**src/cod_pkg.sv**
```systemverilog
// Package of constants and types for the CPU operand and control-flow decoder
// *****************************************************************************
// What this block does
// - A bit-number operand is a three-bit field picking one of eight bit positions 0 to 7.
// - A direct-address operand is a full 16-bit program address from 0000 to FFFF.
// - An extended-register operand is a 12-bit register file address from 000 to FFF.
// - An immediate operand is one literal byte from the instruction stream, 00 to FF.
// - An indirect register-pair operand always points at an even register address.
// - A working-pair operand picks one of eight even pairs among sixteen working registers.
// - A relative operand is a signed byte added to the next instruction's address.
// - A polarity operand is one bit saying whether the bit value is zero or one.
// - Decrement-and-branch decrements the working register named in the upper nibble and
//        branches by the displacement when the result is nonzero.
// - Interrupt return pops flags, then the two-byte program counter, then sets interrupt enable.
// - The conditional jump loads its destination only when the upper-nibble condition is true.
// *****************************************************************************
package cod_pkg;

   // *************************************************************************
   // Operand field widths and limits
   // *************************************************************************
   localparam int BIT_W      = 3;
   localparam int DIRECT_W   = 16;
   localparam int EXT_REG_W  = 12;
   localparam int IMM_W      = 8;
   localparam int REG_W      = 8;
   localparam int WREG_W     = 4;
   localparam logic [7:0] EVEN_MASK = 8'hFE;

   // *************************************************************************
   // Opcode encodings
   // *************************************************************************
   localparam logic [3:0] LO_DEC_BRANCH  = 4'hA;
   localparam logic [3:0] LO_JPCC        = 4'hD;
   localparam logic [7:0] OP_INT_RETURN  = 8'hBF;
   localparam logic [7:0] OP_JUMP_DIRECT = 8'h8D;
   localparam logic [7:0] OP_BIT     = 8'hE2;
   localparam logic [7:0] OP_BTJ_R   = 8'hF6;
   localparam logic [7:0] OP_BTJ_IR  = 8'hF7;
   localparam logic [7:0] OP_DECW    = 8'h80;
   localparam logic [7:0] OP_LDE     = 8'hC2;
   localparam logic [7:0] OP_ADDX_IMM = 8'h09;
   localparam logic [7:0] OP_ADD_IM  = 8'h06;
   localparam logic [7:0] OP_ESC2    = 8'h1F;

   // Global interrupt enable position in the interrupt control register
   localparam int IRQ_EN_BIT = 7;
   // Stack depth restored by an interrupt return: flags byte, then two PC bytes
   localparam logic [15:0] SP_FLAGS_STEP = 16'h0001;
   localparam logic [15:0] SP_PC_STEP    = 16'h0002;

   // Condition codes
   localparam logic [3:0] CC_F   = 4'h0;
   localparam logic [3:0] CC_LT  = 4'h1;
   localparam logic [3:0] CC_LE  = 4'h2;
   localparam logic [3:0] CC_ULE = 4'h3;
   localparam logic [3:0] CC_OV  = 4'h4;
   localparam logic [3:0] CC_MI  = 4'h5;
   localparam logic [3:0] CC_Z   = 4'h6;
   localparam logic [3:0] CC_C   = 4'h7;
   localparam logic [3:0] CC_T   = 4'h8;
   localparam logic [3:0] CC_GE  = 4'h9;
   localparam logic [3:0] CC_GT  = 4'hA;
   localparam logic [3:0] CC_UGT = 4'hB;
   localparam logic [3:0] CC_NOV = 4'hC;
   localparam logic [3:0] CC_PL  = 4'hD;
   localparam logic [3:0] CC_NZ  = 4'hE;
   localparam logic [3:0] CC_NC  = 4'hF;

   // Flag positions in the flags byte: C Z S V D H
   localparam int FL_C = 7;
   localparam int FL_Z = 6;
   localparam int FL_S = 5;
   localparam int FL_V = 4;

   // Decoded operation classes
   typedef enum logic [2:0] {
      COD_OP_NONE,
      COD_OP_DEC_BRANCH,
      COD_OP_JPCC,
      COD_OP_JUMP,
      COD_OP_INT_RET,
      COD_OP_OTHER
   } cod_op_e;

   // Interrupt-return sequencing states
   typedef enum logic [2:0] {
      COD_IR_IDLE,
      COD_IR_FLAGS,
      COD_IR_PCHI,
      COD_IR_PCLO,
      COD_IR_DONE
   } cod_ir_e;

endpackage

```
**src/cod_legal.sv**
```systemverilog
// Opcode legality table for the first opcode map
`timescale 1ns/1ps
module cod_legal (
   input  wire logic [7:0] opcode_in,
   output logic            legal_out
);

   logic [3:0] hi;
   logic [3:0] lo;

   assign hi = opcode_in[7:4];
   assign lo = opcode_in[3:0];

   // *************************************************************************
   // Map by column; holes in the map are illegal
   // *************************************************************************
   always_comb begin
      unique case (lo)
         4'h0, 4'h1, 4'h2, 4'h3, 4'h7: legal_out = 1'b1;
         4'h4: legal_out = 1'b1;
         4'h5: legal_out = 1'b1;
         4'h6: legal_out = (hi != 4'hC);
         4'h8: legal_out = (hi != 4'hF);
         4'h9: legal_out = (hi != 4'hC) && (hi != 4'hD) && (hi != 4'hF);
         4'hA, 4'hB, 4'hC, 4'hD, 4'hE: legal_out = 1'b1;
         4'hF: legal_out = (hi != 4'h2) && (hi != 4'h3) && (hi != 4'h4);
      endcase
   end

endmodule // cod_legal

```
**src/cod_decode.sv**
```systemverilog
// Operand and control-flow decoder of the CPU core
`timescale 1ns/1ps
module cod_decode (
   input  wire logic        CLK_SYS_IN,
   input  wire logic        RST_N_IN,
   input  wire logic        INSTR_VALID_IN,
   input  wire logic [7:0]  OPCODE_IN,
   input  wire logic [7:0]  OPND1_IN,
   input  wire logic [7:0]  OPND2_IN,
   input  wire logic [15:0] NEXT_PC_IN,
   input  wire logic [7:0]  WREG_VALUE_IN,
   input  wire logic [7:0]  FLAGS_IN,
   input  wire logic [7:0]  STACK_DATA_IN,
   input  wire logic [15:0] SP_IN,
   output logic             BUSY_OUT,
   output logic             ILLEGAL_OUT,
   output logic [2:0]       BIT_SEL_OUT,
   output logic             POLARITY_OUT,
   output logic [15:0]      DIRECT_ADDR_OUT,
   output logic [11:0]      EXT_REG_OUT,
   output logic [7:0]       IMM_DATA_OUT,
   output logic [7:0]       REG_PAIR_OUT,
   output logic [3:0]       WORK_PAIR_OUT,
   output logic [15:0]      REL_TARGET_OUT,
   output logic             WREG_WE_OUT,
   output logic [3:0]       WREG_SEL_OUT,
   output logic [7:0]       WREG_DATA_OUT,
   output logic             PC_LOAD_OUT,
   output logic [15:0]      PC_VALUE_OUT,
   output logic             STACK_RD_OUT,
   output logic [15:0]      STACK_ADDR_OUT,
   output logic             FLAGS_WE_OUT,
   output logic [7:0]       FLAGS_DATA_OUT,
   output logic             SP_WE_OUT,
   output logic [15:0]      SP_DATA_OUT,
   output logic             IRQ_EN_SET_OUT
);

   // *************************************************************************
   // Declarations
   // *************************************************************************
   logic              legal;
   logic [3:0]        hi;
   logic [3:0]        lo;
   logic [7:0]        dec_val;
   logic              cc_true;
   logic              take;
   cod_pkg::cod_ir_e  ir_q;
   logic [15:0]       sp_q;
   logic [7:0]        pc_hi_q;

   assign hi = OPCODE_IN[7:4];
   assign lo = OPCODE_IN[3:0];
   assign take = INSTR_VALID_IN && (ir_q == cod_pkg::COD_IR_IDLE);
   assign BUSY_OUT = (ir_q != cod_pkg::COD_IR_IDLE);

   cod_legal u_legal (
      .opcode_in (OPCODE_IN),
      .legal_out (legal)
   );

   // *************************************************************************
   // Condition evaluation
   // *************************************************************************
   always_comb begin
      unique case (hi)
         cod_pkg::CC_F:   cc_true = 1'b0;
         cod_pkg::CC_LT:  cc_true = FLAGS_IN[cod_pkg::FL_S] ^ FLAGS_IN[cod_pkg::FL_V];
         cod_pkg::CC_LE:  cc_true = FLAGS_IN[cod_pkg::FL_Z] |
                                    (FLAGS_IN[cod_pkg::FL_S] ^ FLAGS_IN[cod_pkg::FL_V]);
         cod_pkg::CC_ULE: cc_true = FLAGS_IN[cod_pkg::FL_C] | FLAGS_IN[cod_pkg::FL_Z];
         cod_pkg::CC_OV:  cc_true = FLAGS_IN[cod_pkg::FL_V];
         cod_pkg::CC_MI:  cc_true = FLAGS_IN[cod_pkg::FL_S];
         cod_pkg::CC_Z:   cc_true = FLAGS_IN[cod_pkg::FL_Z];
         cod_pkg::CC_C:   cc_true = FLAGS_IN[cod_pkg::FL_C];
         cod_pkg::CC_T:   cc_true = 1'b1;
         cod_pkg::CC_GE:  cc_true = ~(FLAGS_IN[cod_pkg::FL_S] ^ FLAGS_IN[cod_pkg::FL_V]);
         cod_pkg::CC_GT:  cc_true = ~(FLAGS_IN[cod_pkg::FL_Z] |
                                      (FLAGS_IN[cod_pkg::FL_S] ^ FLAGS_IN[cod_pkg::FL_V]));
         cod_pkg::CC_UGT: cc_true = ~(FLAGS_IN[cod_pkg::FL_C] | FLAGS_IN[cod_pkg::FL_Z]);
         cod_pkg::CC_NOV: cc_true = ~FLAGS_IN[cod_pkg::FL_V];
         cod_pkg::CC_PL:  cc_true = ~FLAGS_IN[cod_pkg::FL_S];
         cod_pkg::CC_NZ:  cc_true = ~FLAGS_IN[cod_pkg::FL_Z];
         cod_pkg::CC_NC:  cc_true = ~FLAGS_IN[cod_pkg::FL_C];
      endcase
   end

   assign dec_val = WREG_VALUE_IN - 8'h01;

   // *************************************************************************
   // Operand fields, registered per accepted instruction
   // *************************************************************************
   always_ff @(posedge CLK_SYS_IN) begin
      if (!RST_N_IN) begin
         BIT_SEL_OUT     <= 3'h0;
         POLARITY_OUT    <= 1'b0;
         DIRECT_ADDR_OUT <= 16'h0000;
         EXT_REG_OUT     <= 12'h000;
         IMM_DATA_OUT    <= 8'h00;
         REG_PAIR_OUT    <= 8'h00;
         WORK_PAIR_OUT   <= 4'h0;
         REL_TARGET_OUT  <= 16'h0000;
         ILLEGAL_OUT     <= 1'b0;
      end else if (take) begin
         // Bit-test forms carry polarity in bit 7 and bit number in bits 6:4
         BIT_SEL_OUT     <= OPND1_IN[6:4];
         POLARITY_OUT    <= OPND1_IN[7];
         DIRECT_ADDR_OUT <= {OPND1_IN, OPND2_IN};
         EXT_REG_OUT     <= {OPND1_IN[3:0], OPND2_IN};
         IMM_DATA_OUT    <= OPND2_IN;
         // Low bit forced clear so a pair can never straddle an odd boundary
         REG_PAIR_OUT    <= OPND1_IN & cod_pkg::EVEN_MASK;
         WORK_PAIR_OUT   <= {OPND1_IN[7:5], 1'b0};
         REL_TARGET_OUT  <= NEXT_PC_IN + {{8{OPND1_IN[7]}}, OPND1_IN};
         ILLEGAL_OUT     <= !legal;
      end else begin
         ILLEGAL_OUT     <= 1'b0;
      end
   end

   // *************************************************************************
   // Decrement-and-branch and conditional jump
   // *************************************************************************
   always_ff @(posedge CLK_SYS_IN) begin
      if (!RST_N_IN) begin
         WREG_WE_OUT   <= 1'b0;
         WREG_SEL_OUT  <= 4'h0;
         WREG_DATA_OUT <= 8'h00;
      end else begin
         WREG_WE_OUT   <= take && legal && (lo == cod_pkg::LO_DEC_BRANCH);
         WREG_SEL_OUT  <= hi;
         WREG_DATA_OUT <= dec_val;
      end
   end

   always_ff @(posedge CLK_SYS_IN) begin
      if (!RST_N_IN) begin
         PC_LOAD_OUT  <= 1'b0;
         PC_VALUE_OUT <= 16'h0000;
      end else if (take && (lo == cod_pkg::LO_DEC_BRANCH)) begin
         PC_LOAD_OUT  <= (dec_val != 8'h00);
         PC_VALUE_OUT <= NEXT_PC_IN + {{8{OPND1_IN[7]}}, OPND1_IN};
      end else if (take && (lo == cod_pkg::LO_JPCC)) begin
         PC_LOAD_OUT  <= cc_true;
         PC_VALUE_OUT <= {OPND1_IN, OPND2_IN};
      end else if (take && (OPCODE_IN == cod_pkg::OP_JUMP_DIRECT)) begin
         PC_LOAD_OUT  <= 1'b1;
         PC_VALUE_OUT <= {OPND1_IN, OPND2_IN};
      end else if (ir_q == cod_pkg::COD_IR_PCLO) begin
         PC_LOAD_OUT  <= 1'b1;
         PC_VALUE_OUT <= {pc_hi_q, STACK_DATA_IN};
      end else begin
         PC_LOAD_OUT  <= 1'b0;
      end
   end

   // *************************************************************************
   // Interrupt return sequence: flags, PC high, PC low, enable
   // *************************************************************************
   always_ff @(posedge CLK_SYS_IN) begin
      if (!RST_N_IN) begin
         ir_q <= cod_pkg::COD_IR_IDLE;
      end else begin
         unique case (ir_q)
            cod_pkg::COD_IR_IDLE:
               if (take && (OPCODE_IN == cod_pkg::OP_INT_RETURN)) begin
                  ir_q <= cod_pkg::COD_IR_FLAGS;
               end
            cod_pkg::COD_IR_FLAGS: ir_q <= cod_pkg::COD_IR_PCHI;
            cod_pkg::COD_IR_PCHI:  ir_q <= cod_pkg::COD_IR_PCLO;
            cod_pkg::COD_IR_PCLO:  ir_q <= cod_pkg::COD_IR_DONE;
            cod_pkg::COD_IR_DONE:  ir_q <= cod_pkg::COD_IR_IDLE;
            default:               ir_q <= cod_pkg::COD_IR_IDLE;
         endcase
      end
   end

   always_ff @(posedge CLK_SYS_IN) begin
      if (!RST_N_IN) begin
         sp_q    <= 16'h0000;
         pc_hi_q <= 8'h00;
      end else if (take && (OPCODE_IN == cod_pkg::OP_INT_RETURN)) begin
         sp_q    <= SP_IN;
      end else if (ir_q == cod_pkg::COD_IR_PCHI) begin
         pc_hi_q <= STACK_DATA_IN;
      end
   end

   // Stack read address walks the popped bytes; data returns combinationally
   always_comb begin
      STACK_RD_OUT   = 1'b0;
      STACK_ADDR_OUT = sp_q;
      unique case (ir_q)
         cod_pkg::COD_IR_FLAGS: STACK_RD_OUT = 1'b1;
         cod_pkg::COD_IR_PCHI: begin
            STACK_RD_OUT   = 1'b1;
            STACK_ADDR_OUT = sp_q + cod_pkg::SP_FLAGS_STEP;
         end
         cod_pkg::COD_IR_PCLO: begin
            STACK_RD_OUT   = 1'b1;
            STACK_ADDR_OUT = sp_q + cod_pkg::SP_FLAGS_STEP + 16'h0001;
         end
         default: STACK_RD_OUT = 1'b0;
      endcase
   end

   always_ff @(posedge CLK_SYS_IN) begin
      if (!RST_N_IN) begin
         FLAGS_WE_OUT   <= 1'b0;
         FLAGS_DATA_OUT <= 8'h00;
         SP_WE_OUT      <= 1'b0;
         SP_DATA_OUT    <= 16'h0000;
         IRQ_EN_SET_OUT <= 1'b0;
      end else begin
         FLAGS_WE_OUT   <= (ir_q == cod_pkg::COD_IR_FLAGS);
         if (ir_q == cod_pkg::COD_IR_FLAGS) begin
            FLAGS_DATA_OUT <= STACK_DATA_IN;
         end
         SP_WE_OUT      <= (ir_q == cod_pkg::COD_IR_PCLO);
         SP_DATA_OUT    <= sp_q + cod_pkg::SP_FLAGS_STEP + cod_pkg::SP_PC_STEP;
         // Enable comes last so no interrupt can nest before the PC is back
         IRQ_EN_SET_OUT <= (ir_q == cod_pkg::COD_IR_DONE);
      end
   end
endmodule // cod_decode

```
**config.mk**
```make
export PLATFORM = sky130hd
export DESIGN_NAME = cod_decode
export DESIGN_NICKNAME = d
export VERILOG_FILES = /design/src/cod_pkg.sv /design/src/cod_legal.sv /design/src/cod_decode.sv
export SDC_FILE = /design/constraint.sdc
export NUM_CORES = 1
export LEC_CHECK = 0
export ABC_AREA = 1
export BUFFER_PORTS_ARGS = -buffer_cell sky130_fd_sc_hd__buf_2
export CAP_MARGIN = 20
export CORE_ASPECT_RATIO = 2
export CORE_MARGIN = 2
export CORE_UTILIZATION = 30
export CTS_CLUSTER_DIAMETER = 30
export DETAILED_ROUTE_END_ITERATION = 10
export SLEW_MARGIN = 10
export SYNTH_ARGS = -nofsm -noshare
export SYNTH_HDL_FRONTEND = slang
export SYNTH_SLANG_ARGS = --single-unit
```
**constraint.sdc**
```tcl
create_clock -name CLK_SYS_IN -period 2.55 [get_ports CLK_SYS_IN]
set_input_delay 0.1275 -clock CLK_SYS_IN [delete_from_list [all_inputs] [get_ports CLK_SYS_IN]]
set_output_delay 0.1275 -clock CLK_SYS_IN [all_outputs]
set_load 0.05 [all_outputs]
```
==> results by stage, run 1 <==
Worst setup path:
- The critical path goes through ha_4 -> inv_2 -> nand2_2 -> nand2_4 -> inv_4 -> ha_4 -> inv_4 -> nor2_4 -> nand3_4 -> nor2_4 -> buf_6 -> nand2_1 -> nand2_1 -> nand3_1 -> o211ai_1 -> buf_4.
- For this run, the slowest stage of the critical path takes 0.41 ns.
- On the critical path, the stage with the largest delay is an instance of sky130_fd_sc_hd__dfxtp_4.
- The critical path's top delay family is simple AND/OR/NAND/NOR gates.
- Counting both buffers and inverters, the worst setup path holds a total of 5.
- The category of the most critical setup path is reg -> out.
- The slack of the worst reg-to-reg path is 0.46 ns.
- The required arrival time at the worst endpoint is 2.42 ns.
- The data arrival time at the worst-slack endpoint is 2.40 ns.
- The worst-path maximum fanout is 6.
- The element type at the critical path end is an output port.
- The startpoint type of the worst setup path is a flop.

Clocking:
- Clock-pin slew was measured on the worst setup and hold paths at 0.06 ns.
- The latest clock arrival within the worst-skew pair is 0.43 ns.
- The total CTS buffers is 17.
- The tree is rooted in a sky130_fd_sc_hd__clkbuf_16.
- The number of clock sinks is 117.
- The worst-case clock buffer depth is 2.
- In this run the number of H-tree levels came out at 4.
- The clock tree from TritonCTS is done.

Power and ir drop:
- For this design the static power due to leakage is 4.815 nW.
- Power spread over the standard cell area amounts to 636.0 nW/um^2.
- The post-route total power is 6.123 mW.
- The maximum vdd drop is 0.0003710 V.

Routing:
- The routed length per instance is 17.43 um.
- The total length of routed wires is 27450 um.
- The initial DRC count is 376.
- The post-route antenna net violation count is 0.
- The average vias per placed instance is 4.930.
- Across all layers, the routed design uses 7765 vias.
- After detailed routing, the number of remaining DRC violations is 0.
- The first-pass iteration count of the detailed router is 6.

Job:
- The number of max-cap violations is 0.

Cells and area:
- The fraction of final layout cells with drive strength greater than 1 is 28.57%.
- The filler cells instantiated in the layout total 2426.
- The total number of nets in the final design is 1387.
- The area growth from synthesis to layout is 38.81%.
- Cells fill 42.34% of the core in the end.
- The final instance count without filler cells is 1575.
- The final antenna diode count is 0.

Hold path:
- The type of the worst min-delay path is in -> reg.

Logic synthesis:
- Summing the areas of all xor and xnor instances in the mapped netlist gives 2.399% of the synthesized area.
- The cell type with the highest aggregate area in the netlist is sky130_fd_sc_hd__dfxtp_1.
- The share of async-settable or async-resettable flops after synthesis is 0%.
- The multiplexer share of the synthesized area is 0%.
- Summing the areas of all and, or, nand and nor instances in the mapped netlist gives 29.66% of the synthesized area.
- The synthesized instance count is 1030.
- After synthesis, the netlist uses 44 different library cells.
- The proportion of netlist area held by the largest area contributor is 33.77%.
- The average instance area after synthesis is 6.733 um^2.
- The synthesized netlist devotes 17.28% of its cell area to compound gates.
- The dominant combinational cell family by area after synthesis is simple AND/OR/NAND/NOR gates.
- The adder and majority gate portion of the synthesized area is 4.077%.
- The number of synthesized register bits is 117.
- By count the netlist is led by 200 x sky130_fd_sc_hd__nand2_1, 128 x sky130_fd_sc_hd__nor2_1, 117 x sky130_fd_sc_hd__dfxtp_1.
- The most used flip-flop cell after synthesis is sky130_fd_sc_hd__dfxtp_1.
- sky130_fd_sc_hd__nand2_1 is the most common cell in the netlist.
- The number of warnings printed during yosys synthesis is 0.
- The total standard cell area after synthesis is 6935 um^2.
- Yosys mapped a number of flops with a built-in enable equal to 0.
- The share of the Yosys chip area taken by registers is 33.77%.
- Sorting the synthesized cells by area gives the leading types as sky130_fd_sc_hd__dfxtp_1 34%, sky130_fd_sc_hd__nand2_1 11%, sky130_fd_sc_hd__nor2_1 6.9%.

Global routing:
- The number of global-route vias before repair is 7569.
- The total overflow left after global routing is 0.
- The global-route usage over all layers is 22.26%.
- The initial antenna violation count is 0.
- Entering global routing, the biggest net connects 67 pins.
- The global-route wire length before repair is 41300 um.

Place:
- The placer congestion estimate is 0.9264.
- The HPWL after detailed placement is 21460 um.
- The count of buffers from port buffering is 220.
- The post-placement cell count is 1484.

STA:
- The worst hold margin is 0.04733 ns.
- The transition at the pin with the smallest max-transition slack is 0.6990 ns.
- The number of hold violations in the final report is 0.
- The number of slew-limit violations in the final report is 0.
- In this run the tightest slew margin relative to its limit is 53.40%.
- The highest achievable clock rate is 395.1 MHz.
- Setup repair after global routing could not meet its margin everywhere.
- The final-report setup violation count is 0.
- The total negative slack for setup checks is 0 ns.
- The clock arrives with 0.005850 ns of skew.
- The share of the clock period used by the worst path after layout is 99.25%.
- The clock period could shrink to 2.531 ns.

Die:
- The floorplan row count is 78.
- The die covers 24420 um^2.
- The placeable core area is 22740 um^2.
- During I/O placement, the number of pins put on the boundary was 227.
- The die is 111.5 um wide.
- The die span in y is 219.0 um.
- The starting density of the core is 30.50%.

Status:
- The run finished with clean final reports.
## layout by cell type (no fill, tap or decap), drive strengths merged, types with 3 or more instances in the layout
master,count
a21oi,76
a31oi,4
buf,254
bufinv,4
clkbuf,20
clkinv,6
dfxtp,117
dlygate4sd3,49
ha,21
inv,123
nand2,213
nand3,69
nand4,17
nor2,140
nor3,17
o211ai,12
o21ai,81
o21bai,17
o221ai,7
o22ai,4
o31ai,3
or2,6
xnor2,4
xor2,15
## final cells by class
| class | count | area (um^2) | share of cell area (%) |
|---|---|---|---|
| Clock inverter | 12 | 176.4 | 1.833 |
| Timing Repair Buffer | 303 | 1891 | 19.64 |
| Tap cell | 280 | 350.3 | 3.639 |
| Inverter | 123 | 471.7 | 4.900 |
| Multi-Input combinational cell | 720 | 3923 | 40.75 |
| Sequential cell | 117 | 2359 | 24.50 |
| Clock buffer | 20 | 456.7 | 4.744 |
## metal layers
layer  share of wire [%]  vias to the layer above  global-route usage, %  routed length, um
li1                    -                     3844                      -                  -
met1                  33                     3579                  20.30               9195
met2                  57                      259                  44.78              15570
met3                 3.7                       83                  3.894               1016
met4                 6.1                        0                  13.17               1666
met5                   0                        -                      0                  0
## logic make-up after synthesis
group	after synthesis
AOI/OAI and AO/OA	212
DFF	117
xor gates and xnor gates	19
and+or+nand+nor	465
other	1
buffers and inverters	194
adders and majority gates	22
## final timing paths
kind,from,end,cells past startpoint
min,WREG_VALUE_IN[3],WREG_DATA_OUT[3],4
min reg2reg,ir_q[1],IRQ_EN_SET_OUT,1
max,sp_q[0],STACK_ADDR_OUT[11],16
max reg2reg,ir_q[2],PC_VALUE_OUT[7],10
## worst register-to-register path, stage by stage (launching register included)
cell                      delay [ns]
sky130_fd_sc_hd__dfxtp_1        0.34
sky130_fd_sc_hd__nor2_2         0.16
sky130_fd_sc_hd__nand3_2        0.18
sky130_fd_sc_hd__buf_4          0.24
sky130_fd_sc_hd__nor2_4         0.10
sky130_fd_sc_hd__inv_1          0.19
sky130_fd_sc_hd__nand2_1        0.12
sky130_fd_sc_hd__buf_4          0.29
sky130_fd_sc_hd__nand3_1        0.22
sky130_fd_sc_hd__nand3_1        0.11
sky130_fd_sc_hd__inv_1          0.04
## stage by stage
step	area (um^2)	setup WS (ns)
final	9627	0.01906
after CTS	9417	-0.01765
after global routing	9627	-0.1424
after detailed placement	8153	0.07762
after floorplan	6939	0.1876
after global placement	8153	0.1255
## power breakdown
part	leakage, nW	total (mW)	internal, mW	switching (mW)
Combinational	3.55	1.53	0.403	1.12
Sequential	0.960	2.01	1.94	0.0676
Clock	0.306	2.58	1.68	0.899
## state kept, by name, indices dropped and copies added, names as in the netlist
signal and flops:
FLAGS_DATA_OUT 8, sp_q 16, ir_q 3, PC_LOAD_OUT 1, WREG_DATA_OUT 8, BIT_SEL_OUT 2, SP_WE_OUT 1, WREG_SEL_OUT 4
POLARITY_OUT 1, pc_hi_q 8, SP_DATA_OUT 16, REL_TARGET_OUT 16, DIRECT_ADDR_OUT 13, PC_VALUE_OUT 16, WREG_WE_OUT 1, IRQ_EN_SET_OUT 1
ILLEGAL_OUT 1, FLAGS_WE_OUT 1
## repair_timing
item                                    CTS  global route
gates resized for setup                  35            50
cloned                                    0             0
pin swaps                                 2            18
hold buffers                             49             0
endpoints found under the setup margin   12            14
buffers inserted                          4             6
hold endpoints to repair                 53             0
No activity file was read; power rests on OpenSTA's default activity.
==> run 2: changes to the inputs <==
REMOVE_ABC_BUFFERS = 1   (was unset)
==> results by stage, run 2 (same netlist as run 1, synthesis figures left out) <==
Status:
- The flow ran to the end, and the final reports show no timing, DRC or antenna violations.

Worst setup path:
- The startpoint type of the worst setup path is a flop.
- The category of the most critical setup path is reg -> out.
- The worst-path maximum fanout came to 8 (+2).
- The element type at the critical path end is an output port.
- The critical path starts at sp_q[1].
- The required arrival time at the worst endpoint came to 2.42 ns (about the same).
- The data arrival time at the worst-slack endpoint is 2.39 ns (about the same).
- The worst register-to-register path begins at sp_q[1].

STA:
- The number of slew-limit violations in the final report was 0 (unchanged).
- The number of hold violations in the final report is 0 (unchanged).
- The share of the clock period used by the worst path after layout is 98.91% (-0.34 points).
- The highest achievable clock rate came to 396.5 MHz (+0.34%).
- The worst hold margin came to 0.01687 ns (-0.03046 ns).
- Setup repair after global routing could not meet its margin everywhere.
- The worst max-slew margin expressed relative to the limit is 65.49% (+12 points).
- The post-layout minimum cycle time is 2.522 ns (-0.008650 ns).
- The total negative slack for setup checks is 0 ns (unchanged).
- The final-report setup violation count is 0 (unchanged).
- The transition at the pin with the smallest max-transition slack was 0.5176 ns (-0.1813 ns).
- The worst-case clock skew came to 0.004673 ns (-0.001177 ns).

Routing:
- The initial DRC count is 271 (-28%).
- The routed length per instance is 16.80 um (-3.6%).
- The average vias per placed instance is 4.882 (-0.98%).
- The post-route antenna net violation count is 0 (unchanged).
- The count of vias placed by the detailed router is 7738 (-0.35%).
- The total length of routed wires is 26620 um (-3.0%).
- The first-pass iteration count of the detailed router is 5 (-1).
- The count of unresolved DRC violations after routing is 0 (unchanged).

Cells and area:
- The share of the core filled with cells is 43.08% (+0.75 points).
- The layout filler cell count is 2376 (-2.1%).
- The total number of nets in the final design is 1396 (+0.65%).
- The footprint of the flip-flops and latches was 2351 um^2 (-0.32%).
- The top cell types in the final layout, fill and taps aside, are 209 x sky130_fd_sc_hd__buf_2, 182 x sky130_fd_sc_hd__nand2_1, 115 x sky130_fd_sc_hd__nor2_1.
- The most common cell after layout, fill and taps aside is sky130_fd_sc_hd__buf_2.
- The final instance count without filler cells was 1585 (+0.63%).
- The relative area change from synthesis to final layout is 41.26%.
- The fraction of final layout cells with drive strength greater than 1 came to 30.21% (+1.6 points).
- The area occupied by multi-input gates came to 4024 um^2 (+2.6%).

Die:
- The floorplan row count came to 78 (unchanged).
- The starting density of the core is 30.50% (unchanged).
- The die span in y was 219.0 um (unchanged).
- The number of placed I/O pins is 227 (unchanged).
- The placeable core area is 22740 um^2 (unchanged).
- The die outline area is 24420 um^2 (unchanged).
- The die outline width is 111.5 um (unchanged).

Global routing:
- The total congestion overflow after global routing is 0 (unchanged).
- The fraction of met1 tracks used by global routing is 18.63% (-1.7 points).
- The largest net degree at the start of global routing is 36 (-46%).
- The initial antenna violation count came to 1 (+1).
- The number of global-route vias before repair came to 7537 (-0.42%).
- The global-route wire length before repair came to 39390 um (-4.6%).
- The met2 track demand over resource in global routing is 42.44% (-2.3 points).
- The global routing met3 resource utilization is 3.204% (-0.69 points).
- The layer with the highest usage is met2.
- The global-route usage over all layers came to 21.19% (-1.1 points).

Clocking:
- The total CTS buffers is 17 (unchanged).
- The worst-case clock buffer depth is 2 (unchanged).
- The clock transition at the registers of the reported paths is 0.05 ns (about the same).
- The number of clock sinks is 117 (unchanged).
- The latest clock arrival within the worst-skew pair is 0.44 ns (about the same).
- The clock tree from TritonCTS is done.
- The cell sitting at the root of the clock tree is a sky130_fd_sc_hd__clkbuf_16.
- The count of H-tree levels built during CTS is 4 (unchanged).

Place:
- The half-perimeter wire length of the detailed placement result came to 20240 um (-5.7%).
- The placer congestion estimate is 0.8780 (-5.2%).
- The count of buffers from port buffering was 220 (unchanged).
- The post-placement cell count is 1488 (+0.27%).

Power and ir drop:
- The total leakage power is 4.876 nW (+1.3%).
- The post-route total power is 5.905 mW (-3.6%).
- The cell area power density came to 602.7 nW/um^2 (-5.2%).
- The maximum vdd drop is 0.0004158 V (+12%).

Hold path:
- The type of the worst min-delay path is in -> reg.
- The worst hold path begins at WREG_VALUE_IN[2].

Job:
- The number of max-cap violations was 0 (unchanged).
[run 2: changes by cell type in the layout (fill, tap and decap cells not counted), moves of 4 or more]
cell	before	now
sky130_fd_sc_hd__buf_6	5	13
sky130_fd_sc_hd__nand3_2	2	10
sky130_fd_sc_hd__nand3_1	65	58
sky130_fd_sc_hd__nand2_1	188	182
sky130_fd_sc_hd__nor2_1	121	115
sky130_fd_sc_hd__dfxtp_1	108	112
sky130_fd_sc_hd__inv_2	11	15
sky130_fd_sc_hd__nand2_2	15	19
sky130_fd_sc_hd__nor2_2	6	10
[run 2: critical path, cell delays in order, from the launching register on]
cell	delay, ns
sky130_fd_sc_hd__dfxtp_2	0.36
sky130_fd_sc_hd__buf_6	0.15
sky130_fd_sc_hd__ha_4	0.15
sky130_fd_sc_hd__nand3_4	0.11
sky130_fd_sc_hd__nor2_4	0.16
sky130_fd_sc_hd__nand2_2	0.08
sky130_fd_sc_hd__nand2_4	0.09
sky130_fd_sc_hd__buf_6	0.12
sky130_fd_sc_hd__nand2_8	0.06
sky130_fd_sc_hd__nor2_8	0.21
sky130_fd_sc_hd__nand3_2	0.10
sky130_fd_sc_hd__nand2_1	0.07
sky130_fd_sc_hd__nand3_1	0.06
sky130_fd_sc_hd__nand2_1	0.08
sky130_fd_sc_hd__buf_6	0.15
[run 2: path summary, 6_finish.rpt]
check	to	slack, ns	cells past startpoint
max	STACK_ADDR_OUT[14]	0.03	14
min	WREG_DATA_OUT[2]	0.02	3
max reg2reg	SP_DATA_OUT[11]	0.49	15
min reg2reg	FLAGS_DATA_OUT[3]	0.44	2
[run 2: report_power, final]
part / switching, mW / internal [mW]
clock: 0.896 / 1.47
sequential: 0.0650 / 1.95
combinational: 1.12 / 0.409
total: 2.09 / 3.82
[run 2: per-stage QoR]
step | worst slack (ns) | instance area (um^2)
4_1_cts | -0.02022 | 9512
6_report | 0.02771 | 9797
5_1_grt | -0.06117 | 9797
3_5_place_dp | 0.09368 | 8223
3_3_place_gp | 0.1229 | 8223
2_1_floorplan | -0.8191 | 6516
[run 2: area by class of cell]
| type | count | share of cell area (%) |
|---|---|---|
| antenna | 1 | 0.02554 |
| clock buffer | 26 | 5.198 |
| clock inverter | 6 | 0.6897 |
| inverter | 123 | 4.815 |
| multi-input combinational | 721 | 41.07 |
| sequential | 117 | 24.00 |
| tap | 280 | 3.576 |
| timing repair buffer | 311 | 20.63 |
[run 2: per-layer routing]
metal  share of wire (%)  wire [um]
met1                  33       8891
met2                  57      15150
met4                 6.3       1664
met5                   0          0
met3                 3.4        916
[run 2: timing repair]
item	4_1_cts	5_1_grt
buffers inserted	6	8
hold endpoints to repair	49	0
pin swaps	12	29
resized for setup	49	64
gates cloned	0	1
setup endpoints to repair	12	12
hold buffers	49	0
==> run 3: changes to the inputs <==
==> constraint.sdc (replaced) <==
create_clock -name CLK_SYS_IN -period 2.55 [get_ports CLK_SYS_IN]
set_input_delay 0.255 -clock CLK_SYS_IN [delete_from_list [all_inputs] [get_ports CLK_SYS_IN]]
set_output_delay 0.255 -clock CLK_SYS_IN [all_outputs]
set_load 0.05 [all_outputs]
==> results by stage, run 3 (same netlist as run 1, synthesis figures left out) <==
Cells and area:
- The final instance count without filler cells was 1542 (-2.7%).
- The layout filler cell count is 2443 (+2.8%).
- The top cell types in the final layout, fill and taps aside, are 207 x sky130_fd_sc_hd__buf_2, 187 x sky130_fd_sc_hd__nand2_1, 119 x sky130_fd_sc_hd__nor2_1.
- The most common cell after layout, fill and taps aside is sky130_fd_sc_hd__buf_2.
- The relative area change from synthesis to final layout is 34.64%.
- The footprint of the flip-flops and latches is 2352 um^2 (about the same).
- The area occupied by multi-input gates was 3985 um^2 (-0.96%).
- The fraction of final layout cells with drive strength greater than 1 is 31.06% (+0.84 points).
- The total number of nets in the final design came to 1353 (-3.1%).

Clocking:
- The latest clock arrival within the worst-skew pair is 0.44 ns (about the same).
- The number of clock sinks is 117 (unchanged).
- The buffer type at the clock tree root is sky130_fd_sc_hd__clkbuf_16.
- The total CTS buffers is 17 (unchanged).
- The worst-case clock buffer depth is 2 (unchanged).
- The count of H-tree levels built during CTS is 4 (unchanged).
- The clock tree from TritonCTS is done.
- The clock transition at the registers of the reported paths was 0.05 ns (about the same).

Die:
- The starting density of the core came to 30.50% (unchanged).
- The die outline width is 111.5 um (unchanged).
- The number of placed I/O pins came to 227 (unchanged).
- The placeable core area is 22740 um^2 (unchanged).
- The die outline area was 24420 um^2 (unchanged).
- The floorplan row count came to 78 (unchanged).
- The die span in y was 219.0 um (unchanged).

Worst setup path:
- The critical path's top delay family is simple AND/OR/NAND/NOR gates.
- The cell that appears most often on the critical path is sky130_fd_sc_hd__buf_6.
- The worst-path maximum fanout is 6 (-2).
- The end point of the critical path is STACK_ADDR_OUT[11].
- The endpoint identified for the worst register-to-register timing path is PC_VALUE_OUT[3].
- The delay of the slowest cell on the worst path is 0.41 ns (+0.05 ns).
- The path depth of the worst reg2reg path is 10 (-5).
- The number of cells on the critical path is 16 (+2).
- The worst setup path is launched from a flop.
- The critical-path cell with the highest stage delay is sky130_fd_sc_hd__dfxtp_4.
- In this run the critical register-to-register path is launched from ir_q[2].
- The category of the most critical setup path is reg -> out.
- The combined buffer and inverter count along the critical path is 6 (+3).
- The signal on the critical path passes through ha_4 -> inv_2 -> nand2_2 -> nand2_2 -> inv_2 -> ha_4 -> inv_4 -> nor2_4 -> nand3_4 -> nor2_4 -> buf_6 -> buf_6 -> nand3_2 -> nand3_2 -> o211ai_1 -> buf_6.
- The element type at the critical path end is an output port.
- Tracing the worst setup path back leads to its startpoint at sp_q[0].
- The data arrival time at the worst-slack endpoint was 2.40 ns (about the same).
- The required arrival time at the worst endpoint was 2.30 ns (-0.12 ns).
- The slack of the worst reg-to-reg path was 0.47 ns (-0.02 ns).

Power and ir drop:
- The post-route total power is 5.921 mW (+0.27%).
- The total leakage power is 4.721 nW (-3.2%).
- The maximum vdd drop is 0.0004706 V (+13%).
- The cell area power density was 634.0 nW/um^2 (+5.2%).

Global routing:
- The initial antenna violation count was 3 (+2).
- The number of global-route vias before repair came to 7194 (-4.6%).
- The largest net degree at the start of global routing was 52 (+44%).
- The global-route wire length before repair is 38580 um (-2.1%).
- The total congestion overflow after global routing came to 0 (unchanged).
- The global-route usage over all layers is 20.76% (-0.43 points).

Routing:
- The initial DRC count is 325 (+20%).
- The total length of routed wires is 26170 um (-1.7%).
- The routed length per instance is 16.97 um (+1.0%).
- The average vias per placed instance is 4.869 (-0.27%).
- The post-route antenna net violation count is 0 (unchanged).
- The first-pass iteration count of the detailed router is 5 (unchanged).
- The count of vias placed by the detailed router came to 7508 (-3.0%).
- The count of unresolved DRC violations after routing is 0 (unchanged).

Place:
- The count of buffers from port buffering came to 220 (unchanged).
- The post-placement cell count is 1495 (+0.47%).
- The placer congestion estimate is 0.9218 (+5.0%).
- The half-perimeter wire length of the detailed placement result was 20200 um (-0.20%).

STA:
- The highest achievable clock rate is 376.7 MHz (-5.0%).
- The worst-case clock skew is 0.005554 ns (+0.0008809 ns).
- The share of the clock period used by the worst path after layout is 104.1% (+5.2 points).
- The number of slew-limit violations in the final report came to 0 (unchanged).
- Setup repair after global routing could not meet its margin everywhere.
- The final worst slack is -0.1045 ns (-0.1322 ns).
- The post-layout minimum cycle time is 2.654 ns (+0.1322 ns).
- The number of hold violations in the final report came to 0 (unchanged).
- The final-report setup violation count was 9 (+9).

Status:
- The final reports fail on negative setup slack.
- The flow ran to the end, but the final reports show violations.

Job:
- The number of max-cap violations is 0 (unchanged).

Hold path:
- The type of the worst min-delay path is in -> reg.
## run 3: worst min-delay path, stage by stage
cell                      delay (ns)
sky130_fd_sc_hd__buf_2          0.08
sky130_fd_sc_hd__a21oi_1        0.05
sky130_fd_sc_hd__nor2_1         0.07
## run 3: timing repair
action                                  CTS  global route
hold buffers                              1             0
hold endpoints to repair                  1             0
buffers inserted                          6             6
gates resized for setup                  56            44
pin swaps                                19            20
endpoints found under the setup margin   13            13
cloned                                    0             1
## run 3: power by group
| group | switching [mW] | total [mW] | internal, mW | leakage (nW) |
|---|---|---|---|---|
| logic | 1.12 | 1.49 | 0.370 | 3.48 |
| clock network | 0.880 | 2.42 | 1.54 | 0.283 |
| registers | 0.0657 | 2.01 | 1.94 | 0.958 |
| total | 2.06 | 5.92 | 3.86 | 4.72 |
## run 3: per-layer routing
layer / GRT usage [%] / wire length, um / vias up
met3: 3.949 / 1038 / 89
met5: 0 / 0 / -
met2: 41.69 / 15020 / 240
met1: 18.48 / 8556 / 3406
li1: - / - / 3773
met4: 13.05 / 1554 / 0
## run 3: area by class of cell
type	count	share of cell area (%)
diodes	3	0.08040
clock buffers	21	4.824
clock inverters	9	1.394
inverters	123	4.998
multi-input cells	721	42.68
flip-flops and latches	117	25.19
well taps	280	3.752
repair buffers	268	17.08
## run 3: worst min path at each step
stage,cells after the start,endpoint,slack [ns],startpoint
after detailed placement,2,FLAGS_DATA_OUT[7],0.43,FLAGS_DATA_OUT[7]
after global placement,2,FLAGS_DATA_OUT[7],0.43,FLAGS_DATA_OUT[7]
after CTS,3,sp_q[2],0.03,SP_IN[2]
final,3,sp_q[2],0.05,SP_IN[2]
after floorplan,1,WREG_DATA_OUT[0],0.33,WREG_VALUE_IN[0]
after global routing,3,sp_q[15],0.06,SP_IN[15]
## run 3: metrics by stage
stage | TNS, ns | util [%] | setup WS, ns | cell area, um^2 | hold slack, ns
after global routing | -1.781 | 41.06 | -0.2411 | 9338 | 0.05503
after CTS | -0.9171 | 40.05 | -0.1448 | 9106 | 0.02608
after global placement | 0 | 36.45 | 0.03863 | 8288 | 0.4294
final | -0.5144 | 41.06 | -0.1045 | 9338 | 0.04937
after floorplan | -15.85 | - | -0.8191 | 6516 | 0.3274
after detailed placement | 0 | 36.45 | 0.01123 | 8288 | 0.4317
